`src/verilog/adcc_pkg.sv`:
```
// package: register map, field positions and reset values for the converter control block
`default_nettype none
package adcc_pkg;
   // ==================================================
   // register byte offsets on the apb bus
   localparam logic [7:0] OFF_SC1 = 8'h00;
   localparam logic [7:0] OFF_SC2 = 8'h04;
   localparam logic [7:0] OFF_RH = 8'h08;
   localparam logic [7:0] OFF_RL = 8'h0C;
   localparam logic [7:0] OFF_CVH = 8'h10;
   localparam logic [7:0] OFF_CVL = 8'h14;
   localparam logic [7:0] OFF_CFG = 8'h18;
   // ==================================================
   // field positions
   localparam int SC1_CONV_COMPLETE_FLAG = 7;
   localparam int SC1_CONT = 5;
   localparam int SC2_ACT = 7;
   localparam int SC2_TRG = 6;
   localparam int SC2_CFE = 5;
   localparam int SC2_CGT = 4;
   localparam int CFG_LPC = 7;
   localparam int CFG_DIV = 5;
   localparam int CFG_LSMP = 4;
   localparam int CFG_MODE = 2;
   localparam int CFG_ICLK = 0;
   // ==================================================
   // encodings and reset values
   localparam logic [4:0] CHAN_OFF = 5'h1F;
   localparam logic [1:0] MODE_8 = 2'h0;
   localparam logic [1:0] MODE_10 = 2'h2;
   localparam logic [1:0] ICLK_BUS = 2'h0;
   localparam logic [1:0] ICLK_HALF = 2'h1;
   localparam logic [1:0] ICLK_ALT = 2'h2;
   localparam logic [1:0] ICLK_ASYNC = 2'h3;
   localparam logic [4:0] CHAN_RST = 5'h1F;
   // ==================================================
   // converter core settings carried as one group
   typedef struct packed {
      logic low_power;
      logic long_sample;
      logic [1:0] mode;
      logic [4:0] channel;
   } adcc_core_cfg_s;
   // ==================================================
   // apb request group
   typedef struct packed {
      logic psel;
      logic penable;
      logic pwrite;
      logic [7:0] paddr;
      logic [31:0] pwdata;
   } adcc_apb_req_s;
endpackage
`default_nettype wire

```
`src/verilog/adcc_top.sv`:
```
// converter control: triggers, compare, result interlock, clock divider and apb registers
//
// Overview of operation
// RULE1: active flag set at conversion start, cleared on completion or abort.
// RULE2: trigger select 0 starts on control-one write, 1 on hardware trigger.
// RULE3: compare enable bit switches automatic compare on or off.
// RULE4: compare sense: 0 means result below value, 1 means at or above.
// RULE5: software writes zero to the two low bits of status two.
// RULE6: result high holds top two bits; zero in 8-bit mode.
// RULE7: results load each completion unless compare on and condition false.
// RULE8: 10-bit mode: high read blocks new results until low read.
// RULE9: 8-bit mode: no interlock, results always transfer.
// RULE10: software treats results as invalid after a resolution change.
// RULE11: result low holds low eight bits, or the whole 8-bit result.
// RULE12: compare high used only in 10-bit mode, ignored in 8-bit.
// RULE13: compare low compared to low result bits in both modes.
// RULE14: low power bit selects fast or reduced-power converter setting.
// RULE15: divide select divides the chosen input clock by 1, 2, 4, 8.
// RULE16: long sample bit selects short or long sample period.
// RULE17: mode 00 is 8-bit, 10 is 10-bit, others reserved.
// RULE18: input clock select: bus, bus halved, alternate, asynchronous clock.
// RULE19: complete flag set per compare rule; cleared by control-one write or low read.
// RULE20: control-one write aborts and restarts, unless channel all ones disables.
// RULE21: hardware trigger rising edge synchronised, one conversion per assertion.
`timescale 1ns/1ps
`default_nettype none
module adcc_top
(
   // clock and reset
   input wire logic mclk,
   input wire logic rst,
   // apb slave
   input wire adcc_pkg::adcc_apb_req_s apb_req,
   output logic [31:0] prdata,
   output logic pready,
   output logic pslverr,
   // trigger and clock sources, sampled on mclk
   input wire logic hw_trigger_input,
   input wire logic alternate_clock,
   input wire logic async_conv_clock,
   // analog converter core
   input wire logic core_done,
   input wire logic [9:0] core_result,
   output logic core_start,
   output logic core_abort,
   output logic conv_clock,
   output adcc_pkg::adcc_core_cfg_s core_cfg,
   output logic conv_active_flag
);
   import adcc_pkg::*;

   // ==================================================
   // state
   typedef struct packed {
      logic cont;
      logic [4:0] chan;
      logic trig_sel;
      logic cmp_en;
      logic cmp_gt;
      logic [1:0] res_hi;
      logic [7:0] res_lo;
      logic [1:0] cv_hi;
      logic [7:0] cv_lo;
      logic lpc;
      logic [1:0] div;
      logic lsmp;
      logic [1:0] mode;
      logic [1:0] iclk;
      logic conv_complete_flag;
      logic active;
      logic lock;
      logic [2:0] hw_sync;
      logic [2:0] alt_sync;
      logic [2:0] ack_sync;
      logic half;
      logic [2:0] div_cnt;
      logic conv_en;
      logic start;
      logic abort;
      logic [31:0] rdata;
      logic ready;
      logic err;
   } adcc_state_s;

   adcc_state_s s_reg;
   adcc_state_s s_next;

   // ==================================================
   // helpers
   // last count of the divider for each divide code
   function automatic logic [2:0] div_last(input logic [1:0] code);
      case (code)
         2'h0: div_last = 3'h0;
         2'h1: div_last = 3'h1;
         2'h2: div_last = 3'h3;
         default: div_last = 3'h7;
      endcase
   endfunction

   // compare condition; the high value bits only count in 10-bit mode
   function automatic logic cmp_hit(input logic [9:0] res, input logic [1:0] cvh, input logic [7:0] cvl,
                                    input logic [1:0] mode, input logic gt);
      logic [9:0] r;
      logic [9:0] v;
      r = (mode == MODE_10) ? res : {2'h0, res[7:0]};
      v = (mode == MODE_10) ? {cvh, cvl} : {2'h0, cvl}; // see RULE12 see RULE13
      cmp_hit = gt ? (r >= v) : (r < v); // see RULE4
   endfunction

   // ==================================================
   // bus decode and event terms
   logic fire;
   logic wr_fire;
   logic rd_fire;
   logic sc1_wr;
   logic rh_rd;
   logic rl_rd;
   logic enabled;
   logic hw_edge;
   logic done_ok;
   logic hit;
   logic load;
   logic in_tick;

   // a transfer acts at the edge where the master samples pready
   assign fire = apb_req.psel && apb_req.penable && s_reg.ready;
   assign wr_fire = fire && apb_req.pwrite;
   assign rd_fire = fire && !apb_req.pwrite;
   assign sc1_wr = wr_fire && (apb_req.paddr == OFF_SC1);
   assign rh_rd = rd_fire && (apb_req.paddr == OFF_RH);
   assign rl_rd = rd_fire && (apb_req.paddr == OFF_RL);
   assign enabled = (s_reg.chan != CHAN_OFF);
   // only the second and third sync stages feed the edge detector
   assign hw_edge = s_reg.hw_sync[1] && !s_reg.hw_sync[2]; // see RULE21
   // a completion in the cycle of a control-one write counts as aborted
   assign done_ok = s_reg.active && core_done && !sc1_wr;
   assign hit = cmp_hit(core_result, s_reg.cv_hi, s_reg.cv_lo, s_reg.mode, s_reg.cmp_gt);
   // interlock only exists in 10-bit mode
   assign load = done_ok && (!s_reg.cmp_en || hit) // see RULE3 see RULE7
                 && !(s_reg.lock && s_reg.mode == MODE_10); // see RULE8 see RULE9

   // input clock choice; outside clocks are sampled so only their edges count
   always_comb
   begin
      case (s_reg.iclk) // see RULE18
         ICLK_BUS: in_tick = 1'b1;
         ICLK_HALF: in_tick = s_reg.half;
         ICLK_ALT: in_tick = s_reg.alt_sync[1] && !s_reg.alt_sync[2];
         default: in_tick = s_reg.ack_sync[1] && !s_reg.ack_sync[2];
      endcase
   end

   // ==================================================
   // next state
   always_comb
   begin
      s_next = s_reg;
      s_next.start = 1'b0;
      s_next.abort = 1'b0;
      s_next.conv_en = 1'b0;
      // synchronisers and bus-clock halving
      s_next.hw_sync = {s_reg.hw_sync[1:0], hw_trigger_input};
      s_next.alt_sync = {s_reg.alt_sync[1:0], alternate_clock};
      s_next.ack_sync = {s_reg.ack_sync[1:0], async_conv_clock};
      s_next.half = !s_reg.half;
      // divider producing the conversion clock enable
      if (in_tick)
      begin
         if (s_reg.div_cnt >= div_last(s_reg.div)) // see RULE15
         begin
            s_next.div_cnt = 3'h0;
            s_next.conv_en = 1'b1;
         end
         else
         begin
            s_next.div_cnt = s_reg.div_cnt + 3'h1;
         end
      end
      // completion: results, flag and continuous restart
      if (done_ok)
      begin
         s_next.active = 1'b0; // see RULE1
         if (load)
         begin
            s_next.res_lo = core_result[7:0]; // see RULE11
            s_next.res_hi = (s_reg.mode == MODE_10) ? core_result[9:8] : 2'h0; // see RULE6
         end
         if (s_reg.cont && enabled && !s_reg.trig_sel)
         begin
            s_next.active = 1'b1;
            s_next.start = 1'b1;
         end
      end
      // hardware trigger starts one conversion per rising edge
      if (s_reg.trig_sel && hw_edge && enabled && !s_reg.active && !sc1_wr)
      begin
         s_next.active = 1'b1; // see RULE2 see RULE21
         s_next.start = 1'b1;
      end
      // interlock arms on a high read in 10-bit mode, released by a low read
      if (rh_rd && s_reg.mode == MODE_10)
      begin
         s_next.lock = 1'b1; // see RULE8
      end
      if (rl_rd)
      begin
         s_next.lock = 1'b0;
      end
      // complete flag: clear first, so a same-cycle set wins
      if (sc1_wr || rl_rd)
      begin
         s_next.conv_complete_flag = 1'b0; // see RULE19
      end
      if (done_ok && (!s_reg.cmp_en || hit))
      begin
         s_next.conv_complete_flag = 1'b1; // see RULE19
      end
      // register writes
      if (wr_fire)
      begin
         if (apb_req.paddr == OFF_SC1)
         begin
            s_next.cont = apb_req.pwdata[SC1_CONT];
            s_next.chan = apb_req.pwdata[4:0];
            s_next.abort = s_reg.active;
            s_next.active = 1'b0; // see RULE20
            s_next.start = 1'b0;
            if (apb_req.pwdata[4:0] != CHAN_OFF && !s_reg.trig_sel)
            begin
               s_next.active = 1'b1; // see RULE2 see RULE20
               s_next.start = 1'b1;
            end
         end
         else if (apb_req.paddr == OFF_SC2)
         begin
            // low two bits are reserved and not stored
            s_next.trig_sel = apb_req.pwdata[SC2_TRG];
            s_next.cmp_en = apb_req.pwdata[SC2_CFE]; // see RULE3
            s_next.cmp_gt = apb_req.pwdata[SC2_CGT];
         end
         else if (apb_req.paddr == OFF_CVH)
         begin
            s_next.cv_hi = apb_req.pwdata[1:0];
         end
         else if (apb_req.paddr == OFF_CVL)
         begin
            s_next.cv_lo = apb_req.pwdata[7:0];
         end
         else if (apb_req.paddr == OFF_CFG)
         begin
            s_next.lpc = apb_req.pwdata[CFG_LPC]; // see RULE14
            s_next.div = apb_req.pwdata[CFG_DIV +: 2];
            s_next.lsmp = apb_req.pwdata[CFG_LSMP]; // see RULE16
            s_next.mode = apb_req.pwdata[CFG_MODE +: 2]; // see RULE17
            s_next.iclk = apb_req.pwdata[CFG_ICLK +: 2];
         end
      end
      // apb answer: pready one cycle into the access phase
      s_next.ready = apb_req.psel && apb_req.penable && !s_reg.ready;
      s_next.err = 1'b0;
      s_next.rdata = 32'h0;
      if (apb_req.psel && apb_req.penable && !s_reg.ready)
      begin
         if (apb_req.paddr == OFF_SC1)
         begin
            s_next.rdata[7:0] = {s_reg.conv_complete_flag, 1'b0, s_reg.cont, s_reg.chan};
         end
         else if (apb_req.paddr == OFF_SC2)
         begin
            s_next.rdata[7:0] = {s_reg.active, s_reg.trig_sel, s_reg.cmp_en, s_reg.cmp_gt, 4'h0};
         end
         else if (apb_req.paddr == OFF_RH)
         begin
            s_next.rdata[7:0] = {6'h0, s_reg.res_hi};
         end
         else if (apb_req.paddr == OFF_RL)
         begin
            s_next.rdata[7:0] = s_reg.res_lo;
         end
         else if (apb_req.paddr == OFF_CVH)
         begin
            s_next.rdata[7:0] = {6'h0, s_reg.cv_hi};
         end
         else if (apb_req.paddr == OFF_CVL)
         begin
            s_next.rdata[7:0] = s_reg.cv_lo;
         end
         else if (apb_req.paddr == OFF_CFG)
         begin
            s_next.rdata[7:0] = {s_reg.lpc, s_reg.div, s_reg.lsmp, s_reg.mode, s_reg.iclk};
         end
         else
         begin
            s_next.err = 1'b1;
         end
      end
   end

   // ==================================================
   // state register; the channel resets to the disabled code
   always_ff @(posedge mclk)
   begin
      if (rst)
      begin
         s_reg <= '0;
         s_reg.chan <= CHAN_RST;
      end
      else
      begin
         s_reg <= s_next;
      end
   end

   // ==================================================
   // outputs, all straight from the state register
   assign prdata = s_reg.rdata;
   assign pready = s_reg.ready;
   assign pslverr = s_reg.err;
   assign core_start = s_reg.start;
   assign core_abort = s_reg.abort;
   assign conv_clock = s_reg.conv_en;
   assign conv_active_flag = s_reg.active;
   assign core_cfg = '{low_power: s_reg.lpc, long_sample: s_reg.lsmp, mode: s_reg.mode, channel: s_reg.chan};
endmodule // adcc_top
`default_nettype wire

```
`config.mk`:
```
export PLATFORM = sky130hd
export DESIGN_NAME = adcc_top
export DESIGN_NICKNAME = d
export VERILOG_FILES = /design/src/verilog/adcc_pkg.sv /design/src/verilog/adcc_top.sv
export SDC_FILE = /design/constraint.sdc
export NUM_CORES = 1
export LEC_CHECK = 0
export BUFFER_PORTS_ARGS = -buffer_cell sky130_fd_sc_hd__buf_2
export CAP_MARGIN = 30
export CORE_AREA = 2 2 64 127
export CTS_CLUSTER_DIAMETER = 200
export CTS_CLUSTER_SIZE = 20
export DETAILED_ROUTE_END_ITERATION = 6
export DIE_AREA = 0 0 66 129
export GPL_ROUTABILITY_DRIVEN = 0
export PLACE_DENSITY = 0.82
export SLEW_MARGIN = 20
export SYNTH_ARGS = -nofsm -noshare
export SYNTH_HDL_FRONTEND = slang
export SYNTH_SLANG_ARGS = --single-unit
```
`constraint.sdc`:
```
create_clock -name mclk -period 2.3 [get_ports mclk]
set_input_delay 0.115 -clock mclk [delete_from_list [all_inputs] [get_ports mclk]]
set_output_delay 0.115 -clock mclk [all_outputs]
set_load 0.05 [all_outputs]
```
==> results of run 1 <==
==> logic make-up (layout without fill, tap and decap cells) <==
logic type      after synthesis  after routing  share of synthesized area [%]
simple gates                132            132                           20.0
buf+inv                      79            118                           13.5
compound gates               77             77                           14.1
flops                        66             66                           38.9
mux                          28             29                           8.28
fa+ha+maj                    14             14                           5.15
other cells                   1             24                          0.110
==> Yosys cell counts, drive strengths merged <==
library cell / number / area share, %
clkinv: 1 / 0.11
conb: 1 / 0.11
nor2: 39 / 5.0
a41o: 1 / 0.29
nor4: 1 / 0.63
a211oi: 3 / 0.66
o221ai: 1 / 0.26
or2: 2 / 0.37
mux2i: 27 / 8.0
nand2: 29 / 3.3
nand3: 25 / 4.1
ha: 14 / 5.2
a2111oi: 1 / 0.29
o21ai: 15 / 2.2
or3: 1 / 0.18
or4: 1 / 0.33
nor3: 7 / 1.0
a21o: 2 / 0.44
nand4b: 1 / 0.26
mux2: 1 / 0.33
inv: 21 / 2.3
a22oi: 4 / 0.88
a311oi: 4 / 1.0
nand3b: 1 / 0.22
nand4: 5 / 0.92
a21oi: 33 / 4.9
a31oi: 2 / 0.37
buf: 45 / 9.8
clkbuf: 12 / 1.3
a221oi: 3 / 0.77
nand2b: 2 / 0.37
o211ai: 2 / 0.44
o311ai: 1 / 0.26
o211a: 3 / 0.88
o2bb2ai: 1 / 0.26
and2: 2 / 0.37
dfxtp: 66 / 39
and3: 5 / 0.92
nor2b: 11 / 2.0
o22ai: 1 / 0.18
==> area by class of cell <==
class	instances	area (um2)
tap	94	118
multi-input combinational	276	1920
timing repair buffer	81	483
clock buffer	10	239
sequential	66	1320
clock inverter	5	55.1
inverter	22	82.6
fill	656	3320
==> critical path: cells and delay by family (launching register included) <==
kind	cells	cell delay, ns
adders and majority gates	1	0.27
buffers and inverters	2	0.35
AOI/OAI and AO/OA	3	0.41
and+or+nand+nor	4	0.64
DFF	1	0.32
muxes	1	0.35
==> routing by layer <==
metal  track usage (%)  share of wire [%]
met5                 0                  0
met4              20.6                8.7
met3              8.57                6.3
met2              42.7                 52
met1              23.0                 33
==> power by group through the flow <==
| stage | Combinational, W | Sequential (W) | Clock, W |
|---|---|---|---|
| 2_1_floorplan | 0.000191 | 0.00119 | 0 |
| 3_3_place_gp | 0.000236 | 0.00118 | 0 |
| 3_5_place_dp | 0.000241 | 0.00118 | 0 |
| 4_1_cts | 0.000255 | 0.00116 | 0.00135 |
| 5_1_grt | 0.000282 | 0.00116 | 0.00141 |
| 6_report | 0.000269 | 0.00116 | 0.00135 |
==> how the worst min path moves through the flow <==
stage                           startpoint                     end  slack [ns]  depth (start not counted)
after floorplan           async_conv_clock   s_next[42]$_SDFF_PP0_        0.24                          1
after global placement     alternate_clock   s_next[45]$_SDFF_PP0_        0.33                          2
after detailed placement  async_conv_clock   s_next[42]$_SDFF_PP0_        0.33                          2
after CTS                       apb_req[6]  s_reg[67]$_SDFFE_PP0P_        0.05                          3
after global routing        core_result[2]  s_reg[73]$_SDFFE_PP0P_        0.05                          3
final                       core_result[4]  s_reg[75]$_SDFFE_PP0P_        0.05                          3
==> timing repair <==
item	CTS	global route
setup endpoints to repair	11	11
buffers inserted	3	1
resized for setup	34	22
endpoints found under the hold margin	4	0
pin swaps	17	19
hold buffers	4	0
gates cloned	2	0
==> per-stage QoR <==
step	setup TNS [ns]	utilization [%]	setup slack (ns)	area, um2
finish	-1.51	56.0	-0.176	4220
global route	-2.23	56.0	-0.233	4220
CTS	-1.27	54.7	-0.122	4130
detailed placement	-2.27	48.2	-0.226	3640
global placement	-0.728	48.2	-0.0795	3640
floorplan	0	-	0.00605	3490
==> run summary, run 1 <==
Worst Reg-to-Reg Cells: 11
DP Wirelength: 7.13 mm
Routed vias/inst: 5.68
#FFs+latches synth: 66
Synthesized area: 3400 um2
Slowest stage delay, CP: 0.35 ns
Netlist cell types: 46
Drt pass-1 iters: 5
Cell mode on critical path: buf_4
Failing checks: setup timing
Final Power: 0.00278 W
Flop pwr share: 41.7%
Worst skew pair latency: 0.34 ns
Static leakage: 1.79 nW
Final setup viols: 11
Largest net degree at the start of global routing: 47
First DRT Iteration DRCs: 188
Slowest stage cell on the critical path: mux2_4
Clock transition at the registers of the reported paths: 0.05 ns
Final WS setup: -0.176 ns
Die Y-Extent: 129 um
YS warnings: 0
Port bufs: 57
RSZ-0062 raised after global routing: yes
Reg2reg setup slack: -0.18 ns
Clock Power Share: 48.6%
Full die area: 8510 um2
Worst slew pin tran: 1.06 ns
Worst-path cell chain: nor2b_4 -> nand2_2 -> ha_4 -> nand4_1 -> buf_4 -> buf_4 -> nor2_4 -> a311oi_4 -> mux2_4 -> o21ai_1 -> a21oi_1
Post-Layout Cell Count: 554
Sw Ratio: 25.2%
Most frequent cells in the layout: dfxtp_1, buf_2, nor2_1
WS Path Type: reg2reg
CTS H-tree depth: 3
Drc violations: 0
Cells after DPL: 530
# nets final: 529
Critical Path End: s_reg[79]$_SDFFE_PP0P_
Int Pwr: 0.00208 W
Via Count: 3149
Row Count: 45
Hold Crit Class: in2reg
VDD IR max: 505 uV
CP Launch Type: flip-flop
Sequential area share after synthesis: 38.9%
Layout cells sized above 1: 29.3%
Starting density of the core: 45.0%
CTS tree: built
Psw: 0.000700 W
Crit path required time: 2.50 ns
Gate power share: 9.7%
Worst reg2reg startpoint: core_cfg[6]$_SDFFE_PP0P_
Final Hold Vio Count: 0
Root Buffer Master: clkbuf_16
Critical R2R Capture: s_reg[79]$_SDFFE_PP0P_
Clk sinks: 66
I/O Pins: 106
Max Fclk: 0.404 GHz
Clock skew: 0.00609 ns
Core area: 7540 um2
Period Utilization, post-route: 108%
GRT Residual Overflow: 0
Post-Synthesis Cells: 397
CP arrival: 2.68 ns
Avg Synthesized Cell Area: 8.56 um2
CP startpoint: core_cfg[6]$_SDFFE_PP0P_
WL/cell: 18.4 um
Vias in the first global route: 3041
PD cells: 658 nW/um2
WHS: 0.0486 ns
Status: finished, violations left
Inserted Diodes: 0
CP Capture Type: flip-flop
Max reg flops: 37
Initial antenna violation count: 0
Final min period: 2.48 ns
GRT Total Usage: 24.9%
Total CTS buffers: 9
Clock tree buffer depth: 2
Final wirelength: 10.2 mm
Max Slew Vio Count: 0
Commonest non-fill, non-tap cell in the layout: dfxtp_1
Post-route ant nets: 0
Max Cap Violations: 0
Headroom to the max-slew limit: 28.9%
Area Growth Syn to Fin: 24.3%
CP max FO: 5
First-pass GRT wire length: 15.5 mm
Die Wd: 66 um
Note: power is estimated with default switching activity, not from simulation.
==> inputs of run 2 (changes only) <==
- CELL_PAD_IN_SITES_DETAIL_PLACEMENT: default -> 1
- CELL_PAD_IN_SITES_GLOBAL_PLACEMENT: default -> 1
- CORE_AREA: 2 2 64 127 -> 2 2 79 156
- DIE_AREA: 0 0 66 129 -> 0 0 81 158
- PLACE_DENSITY: 0.82 -> 0.76
==> run summary, run 2 (synthesis gave the netlist of run 1 again) <==
First-pass GRT wire length: 17.5 mm (+13%)
Final Power: 0.00283 W (+1.8%)
Core area: 11600 um2 (+54%)
I/O Pins: 106 (unchanged)
Period Utilization, post-route: 108% (-0.12 points)
Final setup viols: 11 (unchanged)
# nets final: 531 (+0.38%)
Clock tree buffer depth: 2 (unchanged)
Row Count: 56 (+24%)
Final wirelength: 11.5 mm (+12%)
Post-route ant nets: 0 (unchanged)
Die Y-Extent: 158 um (+22%)
Die Wd: 81 um (+23%)
Worst skew pair latency: 0.34 ns (about the same)
Max Fclk: 0.404 GHz (+0.11%)
Area Growth Syn to Fin: 24.5%
CTS H-tree depth: 3 (unchanged)
Clock transition at the registers of the reported paths: 0.06 ns (about the same)
Filler instances: 1402 (+110%)
WS Path Type: reg2reg
VDD IR max: 409 uV (-19%)
Inserted Diodes: 0 (unchanged)
Status: finished, violations left
Drt pass-1 iters: 4 (-1)
Port bufs: 57 (unchanged)
CP Launch Type: flip-flop
Max Slew Vio Count: 0 (unchanged)
Drc violations: 0 (unchanged)
RSZ-0062 raised after global routing: yes
Hold Crit Class: in2reg
Final WS setup: -0.173 ns (+0.00280 ns)
GRT Total Usage: 18.9% (-6.1 points)
DP Wirelength: 8.66 mm (+22%)
CP Capture Type: flip-flop
PD cells: 668 nW/um2 (+1.5%)
Clock skew: 0.0124 ns (+0.00628 ns)
Full die area: 12800 um2 (+50%)
CTS tree: built
Final Core Density: 36.4% (-20 points)
Headroom to the max-slew limit: 34.3% (+5.4 points)
CP arrival: 2.73 ns (+0.05 ns)
GRT Residual Overflow: 0 (unchanged)
Crit path required time: 2.56 ns (+0.06 ns)
Clk sinks: 66 (unchanged)
Starting density of the core: 29.2% (-16 points)
Largest net degree at the start of global routing: 48 (+2.1%)
Final min period: 2.47 ns (-0.00280 ns)
Routed vias/inst: 5.11 (-10%)
CP max FO: 6 (+1)
Worst slew pin tran: 0.982 ns (-0.0804 ns)
Max reg flops: 37 (unchanged)
Layout cells sized above 1: 27.9% (-1.4 points)
Via Count: 3101 (-1.5%)
Most frequent cells in the layout: dfxtp_1, buf_2, nor2_1
Failing checks: setup timing
Root Buffer Master: clkbuf_16
Max Cap Violations: 0 (unchanged)
WL/cell: 18.9 um (+2.7%)
Vias in the first global route: 3290 (+8.2%)
Static leakage: 1.80 nW (+0.59%)
Total CTS buffers: 9 (unchanged)
Initial antenna violation count: 0 (unchanged)
Commonest non-fill, non-tap cell in the layout: dfxtp_1
First DRT Iteration DRCs: 190 (+1.1%)
Final Hold Vio Count: 0 (unchanged)
==> run 2: worst paths after layout <==
kind / from / end / slack (ns) / depth (start not counted)
setup / recovery: core_cfg[6]$_SDFFE_PP0P_ / s_reg[79]$_SDFFE_PP0P_ / -0.17 / 11
hold / removal: apb_req[7] / s_reg[68]$_SDFFE_PP0P_ / 0.05 / 3
setup reg to reg: core_cfg[6]$_SDFFE_PP0P_ / s_reg[79]$_SDFFE_PP0P_ / -0.17 / 11
hold reg to reg: s_reg[40]$_SDFF_PP0_ / s_reg[40]$_SDFF_PP0_ / 0.43 / 1
==> run 2: what timing repair did <==
action	CTS	global route
hold endpoints to repair	3	0
buffers inserted	2	2
gates cloned	1	0
pin swaps	12	6
gates resized for setup	19	18
hold buffers	3	0
setup endpoints to repair	11	11
==> run 2: metal layers <==
layer / vias up / wire, um / GRT usage [%] / share of wire (%)
li1: 1437 / - / - / -
met1: 1489 / 3670 / 16.5 / 32
met2: 131 / 6410 / 35.1 / 56
met3: 44 / 540 / 4.10 / 4.7
met4: 0 / 879 / 15.3 / 7.6
met5: - / 0 / 0 / 0
==> run 2: cell type report <==
cell class	count	area [um2]	area share, %
inverters	22	82.6	1.95
well taps	145	181	4.29
clock buffers	11	253	5.97
flip-flops and latches	66	1330	31.3
clock inverters	4	51.3	1.21
repair buffers	84	503	11.9
multi-input cells	275	1840	43.4
==> run 2: where the power goes <==
| part | switching (W) | total (W) | internal (W) |
|---|---|---|---|
| Clock | 0.000504 | 0.00140 | 0.000891 |
| Combinational | 0.000206 | 0.000273 | 0.0000666 |
| Sequential | 0.00000395 | 0.00116 | 0.00115 |
==> run 2: worst max-delay path, stage by stage, from the launching register on <==
cell and delay [ns]:
dfxtp_2 0.32, nor2b_4 0.21, and2_4 0.19, ha_4 0.20, nand4_1 0.19, inv_2 0.08
a2111oi_4 0.32, buf_4 0.18, mux2i_4 0.26, buf_6 0.17, nand3_1 0.10, a21oi_1 0.17
==> run 2: per-stage QoR <==
step                      TNS [ns]  hold slack, ns  setup slack (ns)  cell area (um2)  instances
after detailed placement     -3.07           0.331            -0.302             3720        584
after global routing         -2.88          0.0636            -0.286             4230        607
after global placement       -1.12           0.326            -0.116             3720        584
after CTS                    -1.77          0.0432            -0.172             4180        605
after floorplan                  0           0.243           0.00605             3490        420
final                        -1.60          0.0491            -0.173             4230        607
